===== src/inc/mb_func_pkg.sv =====
// Constants shared by the request interpreter and its counters.
package mb_func_pkg;

  localparam logic [7:0] FC_RD_COILS  = 8'h01;
  localparam logic [7:0] FC_RD_INPUTS = 8'h02;
  localparam logic [7:0] FC_RD_HOLD   = 8'h03;
  localparam logic [7:0] FC_RD_INREG  = 8'h04;
  localparam logic [7:0] FC_WR_COIL   = 8'h05;
  localparam logic [7:0] FC_WR_REG    = 8'h06;
  localparam logic [7:0] FC_DIAG      = 8'h08;
  localparam logic [7:0] FC_WR_COILS  = 8'h0f;
  localparam logic [7:0] FC_WR_REGS   = 8'h10;
  localparam logic [7:0] FC_RW_REGS   = 8'h17;

  localparam logic [15:0] SUB_ECHO     = 16'h0000;
  localparam logic [15:0] SUB_RESTART  = 16'h0001;
  localparam logic [15:0] SUB_LISTEN   = 16'h0004;
  localparam logic [15:0] SUB_CLEAR    = 16'h000a;
  localparam logic [15:0] SUB_BUS_MSG  = 16'h000b;
  localparam logic [15:0] SUB_BUS_ERR  = 16'h000c;
  localparam logic [15:0] SUB_EXC_CNT  = 16'h000d;
  localparam logic [15:0] SUB_SLV_MSG  = 16'h000e;
  localparam logic [15:0] SUB_NO_RSP   = 16'h000f;
  localparam logic [15:0] SUB_NACK_CNT = 16'h0010;
  localparam logic [15:0] SUB_OVR_CNT  = 16'h0012;

  localparam logic [7:0] EXC_NONE      = 8'h00;
  localparam logic [7:0] EXC_FUNCTION  = 8'h01;
  localparam logic [7:0] EXC_ADDRESS   = 8'h02;
  localparam logic [7:0] EXC_VALUE     = 8'h03;
  localparam logic [7:0] EXC_FAILURE   = 8'h04;

  localparam int CNT_W     = 16;
  localparam int NUM_CNT   = 7;
  localparam int CNT_BUS   = 0;
  localparam int CNT_CRC   = 1;
  localparam int CNT_EXC   = 2;
  localparam int CNT_SLV   = 3;
  localparam int CNT_NORSP = 4;
  localparam int CNT_NACK  = 5;
  localparam int CNT_OVR   = 6;

  localparam logic [CNT_W-1:0] CNT_RST  = 16'h0000;
  localparam logic [15:0]      DIAG_RST = 16'h0000;
  localparam int DIAG_CRC_BIT = 0;
  localparam int DIAG_OVR_BIT = 1;
  localparam int DIAG_EXC_BIT = 2;

endpackage


===== src/inc/diag_cnt_if.sv =====
// Increment, clear and readout lines between interpreter and counters.
`timescale 1ns/100ps
`default_nettype none
interface diag_cnt_if
  import mb_func_pkg::*;
();
  logic                 clear;
  logic [NUM_CNT-1:0]   inc;
  logic [CNT_W-1:0]     count [NUM_CNT];

  modport ctrl (output clear, output inc, input count);
  modport cnt  (input clear, input inc, output count);
endinterface
`default_nettype wire


===== src/verilog/diag_counter.sv =====
// One wrapping diagnostic event counter.
`timescale 1ns/100ps
`default_nettype none
module diag_counter
  import mb_func_pkg::*;
#(
  parameter int IDX = 0
) (
  input  wire logic clock,
  input  wire logic rstn,
  diag_cnt_if.cnt   cif
);
  logic [CNT_W-1:0] cnt_q;

  // An event in the clearing cycle is kept, so the count restarts at one.
  always_ff @(posedge clock)
  begin
    if (!rstn)
      cnt_q <= CNT_RST;
    else if (cif.inc[IDX])
      cnt_q <= cif.clear ? CNT_RST + 16'h0001 : cnt_q + 16'h0001;
    else if (cif.clear)
      cnt_q <= CNT_RST;
  end

  assign cif.count[IDX] = cnt_q;
endmodule
`default_nettype wire


===== src/verilog/mb_func_handler.sv =====
// Request interpreter: function decode, diagnostics, exceptions, presets.
`timescale 1ns/100ps
`default_nettype none
module mb_func_handler
  import mb_func_pkg::*;
#(
  parameter int ADDR_W = 16
) (
  input  wire logic              clock,
  input  wire logic              rstn,
  input  wire logic              frame_seen,
  input  wire logic              frame_crc_err,
  input  wire logic              frame_overrun,
  input  wire logic              nack_sent,
  input  wire logic              parity_en,
  output logic                   two_stop_bits,
  input  wire logic              req_valid,
  output logic                   req_ready,
  input  wire logic [7:0]        req_func,
  input  wire logic              req_bcast,
  input  wire logic [15:0]       req_sub,
  input  wire logic [15:0]       req_data,
  input  wire logic [ADDR_W-1:0] req_addr,
  input  wire logic [15:0]       req_words,
  input  wire logic              req_addr_ok,
  input  wire logic              req_count_ok,
  input  wire logic              req_value_ok,
  input  wire logic              app_fail,
  input  wire logic              word_valid,
  output logic                   word_ready,
  input  wire logic [15:0]       word_data,
  output logic                   reg_wr_req,
  output logic [ADDR_W-1:0]      reg_wr_addr,
  output logic [15:0]            reg_wr_data,
  input  wire logic              reg_wr_bad,
  output logic                   rsp_valid,
  input  wire logic              rsp_ready,
  output logic [7:0]             rsp_func,
  output logic                   rsp_exc,
  output logic [7:0]             rsp_code,
  output logic [15:0]            rsp_sub,
  output logic [15:0]            rsp_data,
  output logic                   listen_only,
  output logic                   port_restart,
  output logic [15:0]            diag_reg
);

  typedef enum logic [2:0] {ST_IDLE, ST_EXEC, ST_WRITE, ST_RESP, ST_POST}
    state_t;

  state_t            state_q;
  state_t            state_d;
  logic [7:0]        func_q;
  logic              bcast_q;
  logic [15:0]       sub_q;
  logic [15:0]       data_q;
  logic [ADDR_W-1:0] addr_q;
  logic [15:0]       left_q;
  logic [15:0]       words_q;
  logic              addr_ok_q;
  logic              count_ok_q;
  logic              value_ok_q;
  logic              abort_q;
  logic              wpend_q;
  logic [ADDR_W-1:0] waddr_q;
  logic [15:0]       wdata_q;
  logic              listen_q;
  logic              restart_q;
  logic              clear_q;
  logic              enter_listen_q;
  logic              send_q;
  logic [7:0]        rsp_func_q;
  logic              rsp_exc_q;
  logic [7:0]        rsp_code_q;
  logic [15:0]       rsp_sub_q;
  logic [15:0]       rsp_data_q;
  logic [15:0]       diag_q;
  logic [15:0]       diag_d;
  logic              restart_pulse_q;

  diag_cnt_if cif ();

  for (genvar i = 0; i < NUM_CNT; i++)
  begin : g_cnt
    diag_counter #(.IDX(i)) u_cnt (
      .clock (clock),
      .rstn  (rstn),
      .cif   (cif)
    );
  end

  // Function and subfunction decode.
  wire is_read   = (func_q == FC_RD_COILS) || (func_q == FC_RD_INPUTS) ||
                   (func_q == FC_RD_HOLD)  || (func_q == FC_RD_INREG);
  wire is_wr_one = (func_q == FC_WR_COIL)  || (func_q == FC_WR_REG);
  wire is_wr_mul = (func_q == FC_WR_COILS) || (func_q == FC_WR_REGS);
  wire is_rw     = (func_q == FC_RW_REGS);
  wire is_diag   = (func_q == FC_DIAG);
  wire is_write  = is_wr_one || is_wr_mul || is_rw;
  wire func_ok   = is_read || is_write || is_diag;

  wire sub_restart = is_diag && (sub_q == SUB_RESTART);
  wire sub_listen  = is_diag && (sub_q == SUB_LISTEN);
  wire sub_clear   = is_diag && (sub_q == SUB_CLEAR);
  wire sub_cnt     = (sub_q == SUB_BUS_MSG) || (sub_q == SUB_BUS_ERR) ||
                     (sub_q == SUB_EXC_CNT) || (sub_q == SUB_SLV_MSG) ||
                     (sub_q == SUB_NO_RSP)  || (sub_q == SUB_NACK_CNT) ||
                     (sub_q == SUB_OVR_CNT);
  wire sub_ok      = (sub_q == SUB_ECHO) || (sub_q == SUB_RESTART) ||
                     (sub_q == SUB_LISTEN) || (sub_q == SUB_CLEAR) || sub_cnt;

  // Exception priority: function, then address or count, then value,
  // then a failure reported while the action runs.
  wire [7:0] exc_w =
    !func_ok                          ? EXC_FUNCTION :
    (!addr_ok_q || !count_ok_q)       ? EXC_ADDRESS  :
    (!value_ok_q || (is_diag && !sub_ok)) ? EXC_VALUE :
    app_fail                          ? EXC_FAILURE  :
                                        EXC_NONE;

  // Listen-only drops all but a restart, and no answer ever leaves.
  wire dropped   = listen_q && !sub_restart;
  wire send_w    = !listen_q && !bcast_q && !sub_listen;
  wire go_write  = !dropped && (exc_w == EXC_NONE) && is_write;

  wire [15:0] cnt_sel =
    (sub_q == SUB_BUS_MSG)  ? cif.count[CNT_BUS]   :
    (sub_q == SUB_BUS_ERR)  ? cif.count[CNT_CRC]   :
    (sub_q == SUB_EXC_CNT)  ? cif.count[CNT_EXC]   :
    (sub_q == SUB_SLV_MSG)  ? cif.count[CNT_SLV]   :
    (sub_q == SUB_NO_RSP)   ? cif.count[CNT_NORSP] :
    (sub_q == SUB_NACK_CNT) ? cif.count[CNT_NACK]  :
                              cif.count[CNT_OVR];

  // Echo returns the query unchanged; counter reads return the count.
  wire [15:0] diag_val = (is_diag && sub_cnt) ? cnt_sel : data_q;

  wire take_word  = (state_q == ST_WRITE) && word_valid && word_ready;
  wire write_done = (state_q == ST_WRITE) && (left_q == 16'h0000) && !wpend_q;
  wire wr_illegal = wpend_q && reg_wr_bad;
  wire rsp_done   = (state_q == ST_RESP) && rsp_ready;

  assign req_ready     = (state_q == ST_IDLE);
  assign word_ready    = (state_q == ST_WRITE) && !wpend_q &&
                         (left_q != 16'h0000);
  assign rsp_valid     = (state_q == ST_RESP);
  assign two_stop_bits = !parity_en;
  assign reg_wr_req    = wpend_q && !abort_q;
  assign reg_wr_addr   = waddr_q;
  assign reg_wr_data   = wdata_q;
  assign rsp_func      = rsp_func_q;
  assign rsp_exc       = rsp_exc_q;
  assign rsp_code      = rsp_code_q;
  assign rsp_sub       = rsp_sub_q;
  assign rsp_data      = rsp_data_q;
  assign listen_only   = listen_q;
  assign port_restart  = restart_pulse_q;
  assign diag_reg      = diag_q;

  assign cif.inc[CNT_BUS]   = frame_seen;
  assign cif.inc[CNT_CRC]   = frame_crc_err;
  assign cif.inc[CNT_EXC]   = rsp_done && rsp_exc_q;
  assign cif.inc[CNT_SLV]   = (state_q == ST_EXEC);
  assign cif.inc[CNT_NORSP] = (state_q == ST_POST) && !send_q;
  assign cif.inc[CNT_NACK]  = nack_sent;
  assign cif.inc[CNT_OVR]   = frame_overrun;
  assign cif.clear = (state_q == ST_POST) && (restart_q || clear_q);

  always_comb
  begin
    state_d = state_q;
    case (state_q)
      ST_IDLE:  if (req_valid) state_d = ST_EXEC;
      ST_EXEC:
        if (go_write)
          state_d = ST_WRITE;
        else if (send_w && !dropped)
          state_d = ST_RESP;
        else
          state_d = ST_POST;
      ST_WRITE: if (write_done) state_d = send_q ? ST_RESP : ST_POST;
      ST_RESP:  if (rsp_ready) state_d = ST_POST;
      ST_POST:  state_d = ST_IDLE;
      default:  state_d = ST_IDLE;
    endcase
  end

  // Diagnostic register: hardware events win over a clear in the same cycle.
  always_comb
  begin
    diag_d = cif.clear ? DIAG_RST : diag_q;
    if (frame_crc_err)
      diag_d[DIAG_CRC_BIT] = 1'b1;
    if (frame_overrun)
      diag_d[DIAG_OVR_BIT] = 1'b1;
    if (cif.inc[CNT_EXC])
      diag_d[DIAG_EXC_BIT] = 1'b1;
  end

  always_ff @(posedge clock)
  begin
    if (!rstn)
    begin
      state_q <= ST_IDLE;
      diag_q  <= DIAG_RST;
    end
    else
    begin
      state_q <= state_d;
      diag_q  <= diag_d;
    end
  end

  // Request capture.
  always_ff @(posedge clock)
  begin
    if (!rstn)
    begin
      func_q     <= 8'h00;
      bcast_q    <= 1'b0;
      sub_q      <= 16'h0000;
      data_q     <= 16'h0000;
      addr_q     <= '0;
      words_q    <= 16'h0000;
      addr_ok_q  <= 1'b0;
      count_ok_q <= 1'b0;
      value_ok_q <= 1'b0;
    end
    else if (req_valid && req_ready)
    begin
      func_q     <= req_func;
      bcast_q    <= req_bcast;
      sub_q      <= req_sub;
      data_q     <= req_data;
      addr_q     <= req_addr;
      words_q    <= req_words;
      addr_ok_q  <= req_addr_ok;
      count_ok_q <= req_count_ok;
      value_ok_q <= req_value_ok;
    end
  end

  // Write walk. A bad value stops all later writes but earlier ones stay,
  // and remaining words are still drained so the framer is never stuck.
  always_ff @(posedge clock)
  begin
    if (!rstn)
    begin
      left_q  <= 16'h0000;
      abort_q <= 1'b0;
      wpend_q <= 1'b0;
      waddr_q <= '0;
      wdata_q <= 16'h0000;
    end
    else if (state_q == ST_EXEC)
    begin
      left_q  <= is_wr_one ? 16'h0001 : words_q;
      abort_q <= 1'b0;
      wpend_q <= 1'b0;
      waddr_q <= addr_q;
    end
    else
    begin
      if (take_word)
      begin
        wdata_q <= word_data;
        left_q  <= left_q - 16'h0001;
      end
      wpend_q <= take_word;
      if (wpend_q)
        waddr_q <= waddr_q + {{(ADDR_W-1){1'b0}}, 1'b1};
      if (wr_illegal)
        abort_q <= 1'b1;
    end
  end

  // Answer fields and deferred diagnostic actions.
  always_ff @(posedge clock)
  begin
    if (!rstn)
    begin
      rsp_func_q     <= 8'h00;
      rsp_exc_q      <= 1'b0;
      rsp_code_q     <= EXC_NONE;
      rsp_sub_q      <= 16'h0000;
      rsp_data_q     <= 16'h0000;
      send_q         <= 1'b0;
      restart_q      <= 1'b0;
      clear_q        <= 1'b0;
      enter_listen_q <= 1'b0;
    end
    else if (state_q == ST_EXEC)
    begin
      rsp_func_q     <= func_q;
      rsp_exc_q      <= (exc_w != EXC_NONE);
      rsp_code_q     <= exc_w;
      rsp_sub_q      <= sub_q;
      rsp_data_q     <= diag_val;
      send_q         <= send_w && !dropped;
      restart_q      <= sub_restart && (exc_w == EXC_NONE);
      clear_q        <= sub_clear && !dropped && (exc_w == EXC_NONE);
      enter_listen_q <= sub_listen && !dropped && (exc_w == EXC_NONE);
    end
    else if ((state_q == ST_WRITE) && wr_illegal && !abort_q)
    begin
      rsp_exc_q  <= 1'b1;
      rsp_code_q <= EXC_VALUE;
    end
  end

  // Restart follows the answer, so the answer leaves on the old settings.
  always_ff @(posedge clock)
  begin
    if (!rstn)
    begin
      listen_q        <= 1'b0;
      restart_pulse_q <= 1'b0;
    end
    else
    begin
      restart_pulse_q <= (state_q == ST_POST) && restart_q;
      if ((state_q == ST_POST) && restart_q)
        listen_q <= 1'b0;
      else if ((state_q == ST_POST) && enter_listen_q)
        listen_q <= 1'b1;
    end
  end

endmodule
`default_nettype wire


===== config.mk =====
export PLATFORM = sky130hd
export DESIGN_NAME = mb_func_handler
export DESIGN_NICKNAME = d
export VERILOG_FILES = /design/src/inc/mb_func_pkg.sv /design/src/inc/diag_cnt_if.sv /design/src/verilog/diag_counter.sv /design/src/verilog/mb_func_handler.sv
export SDC_FILE = /design/constraint.sdc
export NUM_CORES = 1
export LEC_CHECK = 0
export BUFFER_PORTS_ARGS = -buffer_cell sky130_fd_sc_hd__buf_4
export CAP_MARGIN = 20
export CORE_UTILIZATION = 25
export CTS_CLUSTER_SIZE = 12
export DETAILED_ROUTE_END_ITERATION = 7
export GPL_TIMING_DRIVEN = 0
export PLACE_DENSITY = 0.52
export SLEW_MARGIN = 20
export SYNTH_ARGS = -nofsm -noshare
export SYNTH_HDL_FRONTEND = slang
export SYNTH_SLANG_ARGS = --single-unit
export TNS_END_PERCENT = 50

===== constraint.sdc =====
create_clock -name clock -period 3.15 [get_ports clock]
set_clock_uncertainty 0.2 [all_clocks]
set_input_delay 0.63 -clock clock [delete_from_list [all_inputs] [get_ports clock]]
set_output_delay 0.63 -clock clock [all_outputs]
set_load 0.005 [all_outputs]

## Yosys cells after proc, flatten, opt, wreduce, memory -nomap -nowiden

Index checks and enable logic that the tools add are counted.

- Bits in registers: 299
- Input bits: 104
- Output and inout bits: 104
- Word-level logic and storage cells: 208

- $add $sub $neg: 9
- Equality and inequality tests: 27
- Multiplexer cells: 46
- Bitwise operators: 2
- Reduce and logical (&&, ||, !) cells: 88

Operator list:

| operator | number |
|---|---|
| 16-bit two-way mux | 27 |
| 16-bit by 1-bit adder with 16-bit output (second input constant) | 8 |
| 16-bit by 4-bit equality test with 1-bit output (second input constant) | 6 |
| 1-bit logical AND | 33 |
| 3-bit two-way mux | 11 |
| 16-bit by 5-bit equality test with 1-bit output (second input constant) | 2 |
| 16-bit logical NOT | 2 |
| 8-bit by 3-bit equality test with 1-bit output (second input constant) | 3 |
| 1-bit logical OR | 22 |
| 2-bit nonzero test | 10 |
| 16-bit by 1-bit equality test with 1-bit output (second input constant) | 1 |
| 16-bit by 3-bit equality test with 1-bit output (second input constant) | 1 |
| 8-bit by 2-bit equality test with 1-bit output (second input constant) | 2 |
| 8-bit by 4-bit equality test with 1-bit output (second input constant) | 2 |
| 8-bit by 5-bit equality test with 1-bit output (second input constant) | 2 |
| 8-bit two-way mux | 2 |
| 16-bit nonzero test | 1 |
| 16-bit by 1-bit subtractor with 16-bit output (second input constant) | 1 |
| 1-bit logical NOT | 13 |
| 3-bit one-hot mux with 4 select lines | 1 |
| 8-bit by 1-bit equality test with 1-bit output (second input constant) | 1 |
| 8-bit logical NOT | 1 |
| 8-bit nonzero test | 1 |
| 3-bit by 2-bit equality test with 1-bit output (second input constant) | 2 |
| 10 further kinds | 17 |

## Depth between registers and ports, before layout

- Depth in word-level cells: 19
- Depth in mapped cells: 9
- Depth with buffers taken out: 8

## Least setup slack after synthesis

Ideal clock, no wire load.

- Path kind: reg-to-reg
- From: reg left_q[0]
- To: reg left_q[15]
- Setup time: 128 ps
- Data arrival time: 1896 ps
- Data required time: 2822 ps
- Setup slack: 926 ps
- Cell stages (with the launch flop): 9
- Buffers on the path: 0
- Clock period less this slack: 2224 ps
- Cells stage by stage: dfxtp_1 inv_1 ha_1 nor3b_1 and2_1 a31o_2 or4_1 a32oi_1 nor2_1

- Longest elaborated chain between the ends: 4
- Elaborated cells between the ends (all ways): 7
- Classes of those cells: add/sub (1); mux (2); reduce/logical (4)

RTL lines:

| item | line | text |
|---|---|---|
| from (decl) | mb_func_handler.sv:58 | `logic [15:0] left_q;` |
| from (signal assigned) | mb_func_handler.sv:257 | `left_q <= is_wr_one ? 16'h0001 : words_q;` |
| from (signal assigned) | mb_func_handler.sv:267 | `left_q <= left_q - 16'h0001;` |
| branches (longest 4 deep; another with 16-bit by 1-bit subtractor with 16-bit output) | - |  |

Several ways; the timed one is not identified. The select of a mux whose other input is x is not followed.
A chain may end at the register's enable or synchronous reset.

## Worst setup path in the final report

- From: reg left_q[6]
- To: out word_ready

- Longest elaborated chain between the ends: 2

RTL lines:

| item | line | text |
|---|---|---|
| 16-bit nonzero test | mb_func_handler.sv:145 | `(left_q != 16'h0000);` |
| 1-bit logical AND | mb_func_handler.sv:144 | `assign word_ready = (state_q == ST_WRITE) && !wpend_q &&` |
| to (decl) | mb_func_handler.sv:30 | `output logic word_ready,` |

Every way passes these cells.

==> impl_metrics.ini <==
[status]
status = finished, violations left
violations = design-rule violations

[critical_path]
timing.rr.end = rsp_func[0]
r2r_setup_slack_ns = 0.12
reg2reg_depth = 7
r2r_start = state_q[0]
worstSetupPathType = flop to output pin
crit_end = word_ready
worstPathArrival_ns = 2.24
start_kind = flop
cp_max_fo = 6
cp-end-kind = output pin
crit_required_ns = 2.32
cp-startpoint = left_q[6]

[synth]
synthDominantCellAreaShare_pct = 43.7
yosysWarningCount = 0
yosysSeqAreaShare_pct = 43.7
async_flop_share_pct = 0
avgSynthCellArea_um2 = 8.06
synth_top_area_cell = dfxtp_1
synth_cells = 1669
synthesis.area_um2 = 13500
synth_edf_count = 0
synthFlopType = dfxtp_1
synth.area.top_cells = dfxtp_1 (44%), nand2_1 (9.0%), a21oi_1 (7.4%)
synth_cell_types = 75
synth-seq-cells = 294

[cells_and_area]
syn2layout_area_growth_pct = 26.4
drive_gt1_share_pct = 16.8
antenna_cells = 0
regMostFlops = g_cnt.u_cnt.cnt_q
finalNetCount = 2022
layout_commonest_cell = nand2_1
layout_common_cells = nand2_1 (324), dfxtp_1 (294), buf_4 (206)
largest_reg_flops = 112

[floorplanning]
rows = 84
ioPinCount = 208
initial_utilization_pct = 25.4
core_area_um2 = 52900
fp.dieArea_um2 = 54700
chipHeight_um = 234
fp.dieW_um = 234

[routing]
drc = 3
drtIter0Drc = 836
routedWlPerCell_um = 17.9
avgViaCountPerCell = 4.83
dr.pass1.iters = 7
vias = 12700
drt_wl_total_mm = 47.0
antenna_left = 0

[sta]
rsz0062_at_grt = yes
drv_slew = 0
tightest_slew_ns = 0.978
setup_viol = 0
fin_tns_setup_ns = 0
maxSlewHeadroom_pct = 34.8
clock.fmax_mhz = 326
hold_viol = 0
period_share_pct = 97.4
fin_hold_ws_ns = 0.127
period_needed_ns = 3.07

[grt]
antenna_found_initial = 0
grt_pass1_vias = 12200
gr-usage-all-layers_pct = 17.0
grt_pass1_wl_mm = 71.3
grt-ovfl-total = 0
grt_max_degree = 13

[clocking]
clkTransAtPathRegs_ns = 0.06
clockBufferDepth = 3
clk_latency_ns = 0.55
cts_tree = built
cts_max_level = 2
cts_root_buf = clkbuf_16
cts_buffers = 36
cts_sinks = 294

[job]
cap_violations = 0

[pwr]
p_switching_mw = 4.66
p_sw_share_pct = 36.0
ir_drop_mv = 0.316
seq_power_share_pct = 37.5
powerDensity_nw_per_um2 = 762
p_leak_nw = 6.41
p_comb_share_pct = 29.7
p_int_mw = 8.29
p_clk_share_pct = 32.8

[place]
port_buffers = 186
gp_congestion = 0.920
dp_hpwl_mm = 36.5

[worst_hold_path]
hold_class = input port to flop
[synthesized netlist by cell type, types with 3 or more instances]
cell / count
mux2i_1: 8
nand2_1: 324
a22o_1: 15
nand4_1: 35
o22ai_1: 16
or2_2: 3
clkbuf_1: 67
o21ai_0: 75
a211o_1: 15
a21oi_1: 198
ha_1: 9
xor2_1: 82
nand2b_1: 4
or3_1: 26
a41oi_1: 3
a31oi_1: 7
and4_1: 9
a21o_1: 7
a221oi_1: 15
a211oi_1: 17
inv_1: 11
nor3b_1: 5
buf_4: 20
nor3_1: 26
mux2_2: 14
buf_2: 19
nand3_1: 42
nor4_1: 6
a311oi_1: 4
dfxtp_1: 294
nor3_2: 4
nor2b_1: 12
buf_1: 17
xnor2_1: 24
and3_1: 25
nor2_1: 154
and2_1: 9
[power groups by stage]
stage | Clock [mW] | Sequential (mW) | Combinational, mW
2_1_floorplan | 0 | 4.74 | 2.30
3_3_place_gp | 0 | 4.91 | 3.78
3_5_place_dp | 0 | 4.92 | 3.83
4_1_cts | 4.34 | 4.85 | 3.87
5_1_grt | 4.52 | 4.92 | 4.26
6_report | 4.25 | 4.85 | 3.85
[how the worst min path moves through the flow]
stage                            start          to  slack, ns  cells after the start
after floorplan             data_q[11]  data_q[11]       0.23                      2
after global placement      addr_q[15]  addr_q[15]       0.24                      2
after detailed placement    data_q[11]  data_q[11]       0.25                      2
after CTS                  req_sub[15]   sub_q[15]       0.10                      3
after global routing      req_words[3]  words_q[3]       0.12                      3
final                     req_words[1]  words_q[1]       0.13                      3
[critical path, cell delays in order (launching register included)]
cell and delay, ns:
dfxtp_1 0.35, or3_1 0.48, nor3_4 0.31, nand3_2 0.17, and2_1 0.24, buf_4 0.14
[final cells by class]
class / instances / area (um^2)
fill: 5615 / 35900
multi-input combinational: 1256 / 7040
sequential: 294 / 5890
timing repair buffer: 186 / 1400
clock buffer: 50 / 1040
tap: 688 / 861
buffer: 123 / 572
clock inverter: 13 / 155
inverter: 12 / 45.0
[metrics by stage]
step / util, % / worst slack (ns) / power (mW) / std cells / instance area, um^2
6_report: 32.2 / 0.0814 / 13.0 / 2622 / 17000
5_1_grt: 32.2 / -0.0436 / 13.7 / 2622 / 17000
4_1_cts: 32.1 / 0.0168 / 13.1 / 2623 / 17000
3_5_place_dp: 29.8 / -0.179 / 8.76 / 2560 / 15800
3_3_place_gp: 29.8 / -0.219 / 8.69 / 2560 / 15800
2_1_floorplan: - / 0.926 / 7.04 / 1686 / 13500
[per-layer routing]
layer | global-route usage, % | wire [um]
met1 | 21.4 | 20700
met5 | 0 | 0
met4 | 5.86 | 1380
met3 | 3.38 | 2360
met2 | 28.7 | 22500
[cell families after synthesis]
logic type / synth area share [%]
mux: 1.77
flops: 43.7
other cells: 0.0279
xor+xnor: 6.90
simple gates: 24.3
buf+inv: 4.58
fa+ha+maj: 0.837
compound gates: 17.9
[repair_timing]
item	4_1_cts	5_1_grt
resized for setup	3	5
endpoints found under the setup margin	27	46
hold buffers	0	0
buffers inserted	0	0
No activity file was read; power rests on OpenSTA's default activity.
